## src/verilog/tcmc_consts.svh

```systemverilog
// constants of the timer channel mode and control block
`ifndef TCMC_CONSTS_SVH
`define TCMC_CONSTS_SVH
`define TCMC_OFF_SC       8'h00
`define TCMC_OFF_VALUE    8'h04
`define TCMC_OFF_GCTRL    8'h08
`define TCMC_OFF_IRQ_STAT 8'h0C
`define TCMC_OFF_IRQ_MASK 8'h10
`define TCMC_OFF_COUNTER  8'h14
`define TCMC_ADDR_W       8
`define TCMC_BIT_FLAG     7
`define TCMC_BIT_IE       6
`define TCMC_BIT_MSH      5
`define TCMC_BIT_MSL      4
`define TCMC_BIT_ELSH     3
`define TCMC_BIT_ELSL     2
`define TCMC_BIT_CENTER   0
`define TCMC_EV_CHAN      0
`define TCMC_EV_MATCH     1
`define TCMC_EV_W         2
`define TCMC_ELS_OFF      2'h0
`define TCMC_ELS_01       2'h1
`define TCMC_ELS_10       2'h2
`define TCMC_ELS_11       2'h3
`define TCMC_VALUE_RST    16'h0000
`define TCMC_ZERO16       16'h0000
`define TCMC_ZERO32       32'h0000_0000
`endif

```

## src/verilog/tcmc_pkg.sv

```systemverilog
// types of the timer channel mode and control block
package tcmc_pkg;
   typedef enum logic [3:0] {
      TCMC_MODE_IC   = 4'h1,
      TCMC_MODE_OC   = 4'h2,
      TCMC_MODE_EPWM = 4'h4,
      TCMC_MODE_CPWM = 4'h8
   } tcmc_mode_e;
   typedef logic [15:0] tcmc_word_t;
endpackage

```

## src/verilog/tcmc_channel.sv

```systemverilog
// timer channel mode, flag, pin and apb register logic
`include "tcmc_consts.svh"
`timescale 1ns/10ps
`default_nettype none
module tcmc_channel
   import tcmc_pkg::*;
(
   input  wire logic                      pclk,
   input  wire logic                      presetn,
   input  wire logic                      psel,
   input  wire logic                      penable,
   input  wire logic                      pwrite,
   input  wire logic [`TCMC_ADDR_W-1:0]   paddr,
   input  wire logic [31:0]               pwdata,
   input  wire logic [3:0]                pstrb,
   output logic [31:0]                    prdata,
   output logic                           pready,
   output logic                           pslverr,
   input  wire logic [15:0]               counter_value,
   input  wire logic [15:0]               modulo_value,
   input  wire logic                      chan_pin_in,
   output logic                           chan_pin_out,
   output logic                           chan_pin_oe,
   output logic                           center_align_select,
   output logic                           chan_irq,
   output logic                           irq
);
   function automatic logic [7:0] merge_byte(
      input logic [7:0] old_v,
      input logic [7:0] new_v,
      input logic       en
   );
      merge_byte = en ? new_v : old_v;
   endfunction

   function automatic logic duty_extreme(
      input tcmc_word_t cv,
      input tcmc_word_t md
   );
      duty_extreme = (cv == `TCMC_ZERO16) ||
                     ((md != `TCMC_ZERO16) && (cv > md));
   endfunction

   logic                     flag_reg;
   logic                     ie_reg;
   logic                     msh_reg;
   logic                     msl_reg;
   logic [1:0]               els_reg;
   logic                     armed_reg;
   logic                     armed_next;
   logic                     flag_next;
   tcmc_word_t               value_reg;
   tcmc_word_t               value_next;
   logic                     center_reg;
   logic [`TCMC_EV_W-1:0]    stat_reg;
   logic [`TCMC_EV_W-1:0]    mask_reg;
   logic                     pin_meta_reg;
   logic                     pin_sync_reg;
   logic                     pin_prev_reg;
   logic                     match_prev_reg;
   logic                     pin_out_reg;
   logic                     pin_out_next;
   logic                     pin_oe_reg;
   logic                     chan_irq_reg;
   logic                     irq_reg;
   logic [31:0]              prdata_reg;
   logic                     pready_reg;
   logic                     pslverr_reg;

   // mode decode
   tcmc_mode_e               mode;
   assign mode = center_reg ? TCMC_MODE_CPWM :
                 msh_reg    ? TCMC_MODE_EPWM :
                 msl_reg    ? TCMC_MODE_OC   :
                              TCMC_MODE_IC;

   wire mode_ic  = (mode == TCMC_MODE_IC);
   wire mode_oc  = (mode == TCMC_MODE_OC);
   wire mode_pwm = (mode == TCMC_MODE_EPWM) ||
                   (mode == TCMC_MODE_CPWM);

   // apb decode
   wire acc_start = psel & penable & ~pready_reg;
   wire acc_done  = psel & penable & pready_reg;
   wire wr_done   = acc_done & pwrite;
   wire rd_done   = acc_done & ~pwrite;
   wire hit_sc    = (paddr == `TCMC_OFF_SC);
   wire hit_val   = (paddr == `TCMC_OFF_VALUE);
   wire hit_gctl  = (paddr == `TCMC_OFF_GCTRL);
   wire hit_stat  = (paddr == `TCMC_OFF_IRQ_STAT);
   wire hit_mask  = (paddr == `TCMC_OFF_IRQ_MASK);
   wire hit_cnt   = (paddr == `TCMC_OFF_COUNTER);
   wire hit_any   = hit_sc | hit_val | hit_gctl |
                    hit_stat | hit_mask | hit_cnt;
   wire wr_sc     = wr_done & hit_sc & pstrb[0];
   wire wr_val    = wr_done & hit_val & ~mode_ic;
   wire wr_gctl   = wr_done & hit_gctl & pstrb[0];
   wire wr_stat   = wr_done & hit_stat & pstrb[0];
   wire wr_mask   = wr_done & hit_mask & pstrb[0];

   // edge detection on synchronised samples
   wire pin_rise  = pin_sync_reg & ~pin_prev_reg;
   wire pin_fall  = ~pin_sync_reg & pin_prev_reg;
   wire edge_hit  = (els_reg == `TCMC_ELS_01) ? pin_rise :
                    (els_reg == `TCMC_ELS_10) ? pin_fall :
                    (els_reg == `TCMC_ELS_11) ?
                    (pin_rise | pin_fall) : 1'b0;
   wire ic_event  = mode_ic & edge_hit;

   // compare match on the rising edge of equality
   wire match_now = (counter_value == value_reg);
   wire match_rise = match_now & ~match_prev_reg;
   wire extreme   = duty_extreme(value_reg, modulo_value);
   wire cmp_event = match_rise & (mode_oc |
                    (mode_pwm & ~extreme));
   wire chan_event = ic_event | cmp_event;

   // flag clear sequence
   wire sc_read_armed = rd_done & hit_sc & prdata_reg[`TCMC_BIT_FLAG];
   wire clear_ok  = wr_sc & armed_reg &
                    ~pwdata[`TCMC_BIT_FLAG];
   assign flag_next = chan_event ? 1'b1 :
                      clear_ok   ? 1'b0 :
                                   flag_reg;
   assign armed_next = chan_event ? 1'b0 :
                       wr_sc      ? 1'b0 :
                       sc_read_armed ? 1'b1 :
                                   armed_reg;

   // channel value: capture or compare
   wire [15:0] val_wr = {merge_byte(value_reg[15:8],
                                    pwdata[15:8], pstrb[1]),
                         merge_byte(value_reg[7:0],
                                    pwdata[7:0], pstrb[0])};
   assign value_next = ic_event ? counter_value :
                       wr_val   ? val_wr : value_reg;

   // pin level
   wire pwm_high = (counter_value < value_reg);
   always_comb
   begin
      pin_out_next = pin_out_reg;
      if (mode_pwm)
      begin
         if (els_reg == `TCMC_ELS_10)
            pin_out_next = pwm_high;
         else
            pin_out_next = ~pwm_high;
      end
      else if (mode_oc && match_rise)
      begin
         unique case (els_reg)
            `TCMC_ELS_01: pin_out_next = ~pin_out_reg;
            `TCMC_ELS_10: pin_out_next = 1'b0;
            `TCMC_ELS_11: pin_out_next = 1'b1;
            `TCMC_ELS_OFF: pin_out_next = pin_out_reg;
         endcase
      end
   end
   wire pin_oe_next = ~mode_ic &
                      (els_reg != `TCMC_ELS_OFF);

   // read mux
   wire [7:0] sc_rd = {flag_reg, ie_reg, msh_reg, msl_reg,
                       els_reg, 2'h0};
   wire [31:0] rd_mux =
      hit_sc   ? {24'h00_0000, sc_rd} :
      hit_val  ? {16'h0000, value_reg} :
      hit_gctl ? {31'h0000_0000, center_reg} :
      hit_stat ? {30'h0000_0000, stat_reg} :
      hit_mask ? {30'h0000_0000, mask_reg} :
      hit_cnt  ? {16'h0000, counter_value} : `TCMC_ZERO32;

   // interrupt status events
   wire [`TCMC_EV_W-1:0] ev_vec = {match_rise, chan_event};
   wire [`TCMC_EV_W-1:0] stat_next =
      ev_vec | (stat_reg & ~(wr_stat ?
      pwdata[`TCMC_EV_W-1:0] : 2'h0));

   // pin synchroniser
   always_ff @(posedge pclk or negedge presetn)
   begin
      if (!presetn)
      begin
         pin_meta_reg <= 1'b0;
         pin_sync_reg <= 1'b0;
         pin_prev_reg <= 1'b0;
      end
      else
      begin
         pin_meta_reg <= chan_pin_in;
         pin_sync_reg <= pin_meta_reg;
         pin_prev_reg <= pin_sync_reg;
      end
   end

   // channel status and control
   always_ff @(posedge pclk or negedge presetn)
   begin
      if (!presetn)
      begin
         flag_reg  <= 1'b0;
         armed_reg <= 1'b0;
         ie_reg    <= 1'b0;
         msh_reg   <= 1'b0;
         msl_reg   <= 1'b0;
         els_reg   <= `TCMC_ELS_OFF;
      end
      else
      begin
         flag_reg  <= flag_next;
         armed_reg <= armed_next;
         if (wr_sc)
         begin
            ie_reg  <= pwdata[`TCMC_BIT_IE];
            msh_reg <= pwdata[`TCMC_BIT_MSH];
            msl_reg <= pwdata[`TCMC_BIT_MSL];
            els_reg <= pwdata[`TCMC_BIT_ELSH:`TCMC_BIT_ELSL];
         end
      end
   end

   // value, global control and interrupt registers
   always_ff @(posedge pclk or negedge presetn)
   begin
      if (!presetn)
      begin
         value_reg      <= `TCMC_VALUE_RST;
         center_reg     <= 1'b0;
         match_prev_reg <= 1'b0;
         stat_reg       <= 2'h0;
         mask_reg       <= 2'h0;
      end
      else
      begin
         value_reg      <= value_next;
         match_prev_reg <= match_now;
         stat_reg       <= stat_next;
         if (wr_gctl)
            center_reg <= pwdata[`TCMC_BIT_CENTER];
         if (wr_mask)
            mask_reg <= pwdata[`TCMC_EV_W-1:0];
      end
   end

   // registered outputs
   always_ff @(posedge pclk or negedge presetn)
   begin
      if (!presetn)
      begin
         pin_out_reg  <= 1'b0;
         pin_oe_reg   <= 1'b0;
         chan_irq_reg <= 1'b0;
         irq_reg      <= 1'b0;
      end
      else
      begin
         pin_out_reg  <= pin_out_next;
         pin_oe_reg   <= pin_oe_next;
         chan_irq_reg <= flag_next & ie_reg;
         irq_reg      <= |(stat_next & mask_reg);
      end
   end

   // apb answer: one wait state
   always_ff @(posedge pclk or negedge presetn)
   begin
      if (!presetn)
      begin
         pready_reg  <= 1'b0;
         pslverr_reg <= 1'b0;
         prdata_reg  <= `TCMC_ZERO32;
      end
      else
      begin
         pready_reg  <= acc_start;
         pslverr_reg <= acc_start & ~hit_any;
         if (acc_start)
            prdata_reg <= pwrite ? `TCMC_ZERO32 : rd_mux;
      end
   end

   assign prdata              = prdata_reg;
   assign pready              = pready_reg;
   assign pslverr             = pslverr_reg;
   assign chan_pin_out        = pin_out_reg;
   assign chan_pin_oe         = pin_oe_reg;
   assign center_align_select = center_reg;
   assign chan_irq            = chan_irq_reg;
   assign irq                 = irq_reg;
endmodule
`default_nettype wire

```

## config.mk

```make
export PLATFORM = sky130hd
export DESIGN_NAME = tcmc_channel
export DESIGN_NICKNAME = d
export VERILOG_FILES = /design/src/verilog/tcmc_pkg.sv /design/src/verilog/tcmc_channel.sv
export VERILOG_INCLUDE_DIRS = /design/src /design/src/verilog
export SDC_FILE = /design/constraint.sdc
export NUM_CORES = 1
export LEC_CHECK = 0
export BUFFER_PORTS_ARGS = -buffer_cell sky130_fd_sc_hd__buf_2
export CAP_MARGIN = 15
export CORE_MARGIN = 4
export CORE_UTILIZATION = 56
export DETAILED_ROUTE_END_ITERATION = 6
export HOLD_SLACK_MARGIN = 0.08
export PLACE_DENSITY = 0.92
export SYNTH_ARGS = -nofsm -noshare
export SYNTH_HDL_FRONTEND = slang
export SYNTH_SLANG_ARGS = --single-unit
```

## constraint.sdc

```tcl
create_clock -name pclk -period 3.95 [get_ports pclk]
set_input_delay 0 -clock pclk [delete_from_list [all_inputs] [get_ports pclk]]
set_output_delay 0 -clock pclk [all_outputs]
set_load 0.03 [all_outputs]
```

* Word level (Yosys, flattened, before mapping) *
Index checks and enable logic that the tools add are counted.

storage, ports and cells
  flip-flop bits (word level) = 70
  bits of input ports = 82

operators by class
  order comparisons = 2
  eq/ne operators = 14
  multiplexer cells = 27
  bitwise gates (word level) = 51
  reduce and logical (&&, ||, !) cells = 18

operators with widths
  operator              number
  $mux W16              9
  $and A1 B1 Y1         28
  $eq A16 B16 Y1        1
  $eq A8 B4 Y1 const B  2
  $eq A8 B5 Y1 const B  2
  $gt A16 B16 Y1        1
  $logic_not A16 Y1     1
  $lt A16 B16 Y1        1
  $mux W8               2
  $reduce_bool A16 Y1   1
  $mux W1               11
  $not A1 Y1            11
  $reduce_bool A2 Y1    5
  $eq A8 B3 Y1 const B  1
  $logic_not A8 Y1      1
  $or A1 B1 Y1          8
  $reduce_and A2 Y1     3
  $and A2 B2 Y2         2
  $eq A2 B2 Y1 const B  2
  $eq A4 B1 Y1 const B  1
  $eq A4 B2 Y1 const B  1
  $eq A4 B3 Y1 const B  1
  $eq A4 B4 Y1 const B  1
  $mux W2               2
  other kinds (12)      14

* Depth between registers and ports, before layout *
  word-level depth = 12
  depth in mapped cells = 10
  depth with buffers taken out = 9

* Worst setup path before layout *
OpenSTA, ideal clock, no wires.

  path kind = reg-to-reg
  from = register value_reg[6]
  to = register pin_out_reg, in the netlist chan_pin_out
  arrival = 1.877 ns
  data required time = 3.805 ns
  slack = 1.928 ns
  stages on the path, launching flop included = 10
  path buffers = 0
  cells stage by stage = dfrtp_1 inv_1 ha_1 a21oi_1 nand2_1 a2111o_1 o32ai_2 nand2_1 a211oi_1 o221ai_1

on the way
  word-level cells in the longest chain between the ends = 5
  elaborated cells on any way between the ends = 9

RTL lines
  what                                                                    line                 RTL
  start, declared                                                         tcmc_channel.sv:52   tcmc_word_t value_reg;
  start signal, assigned                                                  tcmc_channel.sv:228  value_reg <= `TCMC_VALUE_RST;
  start signal, assigned                                                  tcmc_channel.sv:236  value_reg <= value_next;
  parallel branches: the longest is 5 deep, another holds $lt A16 B16 Y1  --
  end signal, assigned                                                    tcmc_channel.sv:258  pin_out_reg <= pin_out_next;
  end, declared                                                           tcmc_channel.sv:61   logic pin_out_reg;

Several ways; the timed one is not identified.
A chain may end at the register's enable or synchronous reset.

* Final worst setup path *
  from = register msh_reg
  to = register value_reg[10]

on the way
  word-level cells in the longest chain between the ends = 7
  elaborated cells on any way between the ends = 10

RTL lines
  what                                 line                 RTL
  start, declared                      tcmc_channel.sv:46   logic msh_reg;
  start signal, assigned               tcmc_channel.sv:216  msh_reg <= pwdata[`TCMC_BIT_MSH];
  $mux W3 (*)                          tcmc_channel.sv:73   msh_reg ? TCMC_MODE_EPWM :
  $mux W4 (*)                          tcmc_channel.sv:72   assign mode = center_reg ? TCMC_MODE_CPWM :
  $eq A4 B1 Y1 (*)                     tcmc_channel.sv:77   wire mode_ic = (mode == TCMC_MODE_IC);
  $not A1 Y1                           tcmc_channel.sv:96   wire wr_val = wr_done & hit_val & ~mode_ic;
  $and A1 B1 Y1                        tcmc_channel.sv:96
  $reduce_bool A2 Y1 (no source line)  --
  $reduce_and A2 Y1 (no source line)   --

Every way passes the cells marked *; elsewhere a longest branch is shown, timed or not.

==> results.cfg <==
[clocking]
clockBufferDepth = 2
cts_tree = done
cts_hold_buf = 40
clock-root-buffer = clkbuf_8
clk_pin_slew_ns = 0.10
cts_resized = 0
cts_sinks = 54
cts_buffers = 5
cts.htree.levels = 2
post_cts_buffers = 0
clock_latency_ns = 0.32

[run]
maxCapViolCount = 0

[route]
drc = 0
ant_nets = 0
viasPerCell = 6.52
wl_per_cell_microns = 20.0
drt-initial-drc-count = 460
drtPass1Iterations = 6
vias = 3888
postRouteWirelength_mm = 11.9

[synthesis]
syn_area_sq_um = 3740
yosysTopAreaCell = dfrtp_1
ys_types = 56
synthArstFlopShare_pct = 100
synthCells = 394
synthTopCellsByArea = dfrtp_1, ha_1, mux2i_1
synth_area_per_cell_sq_um = 9.48
yosysMostFrequentCell = dfrtp_1
synth_ff_type = dfrtp_1
yosysWarnings = 0
yosysSeqAreaShare_pct = 36.2
yosysTopAreaCellShare_pct = 36.2
synth_edf_count = 0
synth-seq-cells = 54
ys_top_cells_by_count = dfrtp_1, inv_1, ha_1

[place]
portBuffers = 86
place.gp.congestion = 0.939
dp_hpwl_mm = 7.75

[worst_setup_path]
rr_endpoint = value_reg[10]$_DFFE_PN0P_
endpoint_kind = flop
cp_cell_sequence = or3_1 -> a21oi_2 -> buf_4 -> mux2i_1 -> dlygate4sd3_1 -> a21oi_1
r2r_slack_ns = 1.36
path_buf_inv = 2
critical_path.top_delay_family = buffers and inverters
r2r_cells = 6
crit_type = reg2reg
cp-start-kind = flop
worst-endpoint-required_ns = 4.13
cp_slowest_cell = dlygate4sd3_1
crit_path_max_fanout = 19
r2r-start = msh_reg$_DFFE_PN0P_
worstPathArrival_ns = 2.77
cp_slowest_stage_delay_ns = 0.56

[timing]
period_minus_slack_ns = 2.59
grt_setup_unrepaired = no
setup_viol = 0
slew_violations = 0
tns_ns = 0
relSlewSlack_pct = 42.4
tightest_slew_ns = 0.860
fmax_mhz = 385
hold_viol_final = 0
clock_skew_ns = 0.0141
period_share_pct = 65.7

[power]
cellPowerDensity_nw_per_um2 = 240
leakage_nw = 2.23
ir_drop_uv = 169

[floorplanning]
core_area_sq_um = 6420
start_util_pct = 58.2
io_pins = 121
rows = 29
die_y_microns = 89.7
dieArea_sq_um = 8040
die_w_microns = 89.7

[global_route]
grt-ovfl-total = 0
antenna_found_initial = 1
grt_pass1_wl_mm = 18.6
grt_max_degree = 55
grt_pass1_vias = 3929
grt_usage_pct = 30.7

[outcome]
status = complete, no violations

[cells_and_area]
area_delta_synth_final_pct = 24.1
layout-drive-gt1-share_pct = 24.5
final_util_pct = 72.2
final_nets = 633

[worst_hold_path]
hold_start = counter_value[14]
hp-class = in2reg
holdPathStages = 3
hold_path_end = prdata[14]$_DFFE_PN0P_
final cells by class:
| cell class | count | area (sq um) |
|---|---|---|
| inverters | 37 | 139 |
| repair buffers | 129 | 853 |
| well taps | 77 | 96.3 |
| diodes | 1 | 2.50 |
| flip-flops and latches | 54 | 1350 |
| clock inverters | 2 | 13.8 |
| fillers | 447 | 1790 |
| clock buffers | 6 | 72.6 |
| multi-input cells | 290 | 2110 |
how the worst max path moves through the flow:
stage / endpoint / cells after the start / from
final: value_reg[10]$_DFFE_PN0P_ / 6 / msh_reg$_DFFE_PN0P_
after global routing: value_reg[10]$_DFFE_PN0P_ / 9 / pin_sync_reg$_DFF_PN0_
after CTS: value_reg[11]$_DFFE_PN0P_ / 9 / pin_sync_reg$_DFF_PN0_
after detailed placement: irq$_DFF_PN0_ / 9 / value_reg[6]$_DFFE_PN0P_
after global placement: irq$_DFF_PN0_ / 9 / value_reg[6]$_DFFE_PN0P_
after floorplan: chan_pin_out$_DFFE_PN0P_ / 9 / value_reg[6]$_DFFE_PN0P_
power by group:
group	internal [mW]	leakage [nW]	total, mW	switching [mW]
sequential	0.560	0.740	0.572	0.0116
combinational	0.0921	1.45	0.220	0.128
clock	0.126	0.0452	0.319	0.193
cell usage in the layout, fill, tap and decap left out, types with 3 or more instances in the layout:
cell type      instances
a211oi_1               3
a21oi_1               23
a21oi_2                6
a22o_1                10
a22oi_1               14
and2_1                 3
and3_1                 3
buf_2                 86
buf_4                  3
clkbuf_8               5
conb_1                16
dfrtp_1               54
dlygate4sd3_1         40
ha_1                  34
inv_1                 37
mux2_2                 9
mux2i_1               16
nand2_1               21
nand3_1               13
nand3b_1               6
nand4_1                9
nor2_1                29
nor4_1                 6
nor4_2                 4
o211ai_1               4
o21ai_0               22
per-stage QoR:
stage                     setup slack [ns]  instance area (sq um)  std cells  hold WS, ns  power (mW)
after floorplan                       1.93                   3790        409       -0.296       0.690
after global placement                1.73                   4150        547        0.109       0.749
after detailed placement              1.63                   4150        547        0.110       0.758
after CTS                             1.59                   4630        595       0.0933        1.09
after global routing                  1.30                   4640        596        0.123        1.15
final                                 1.36                   4640        596       0.0999        1.11
kinds of logic after synthesis:
family                     after synthesis  synth area share (%)
adders and majority gates               34                  11.4
DFF                                     54                  36.2
AOI/OAI and AO/OA                      103                  19.3
muxes                                   25                  7.00
and+or+nand+nor                        112                  17.0
other                                    1                 0.100
buffers and inverters                   65                  9.04
routing by layer:
| layer | share of wire (%) | global-route usage [%] | vias up | routed length (microns) |
|---|---|---|---|---|
| met3 | 12 | 8.03 | 115 | 1390 |
| li1 | - | - | 1647 | - |
| met1 | 34 | 34.5 | 1792 | 4110 |
| met5 | 0 | 0 | - | 0 |
| met4 | 6.8 | 19.4 | 0 | 806 |
| met2 | 47 | 51.7 | 334 | 5620 |
worst register-to-register path: stages, from the launching register on:
cell and delay [ns]:
dfrtp_1 0.45, or3_1 0.47, a21oi_2 0.13, buf_4 0.34
mux2i_1 0.13, dlygate4sd3_1 0.56, a21oi_1 0.38
No activity file was read; power rests on OpenSTA's default activity.
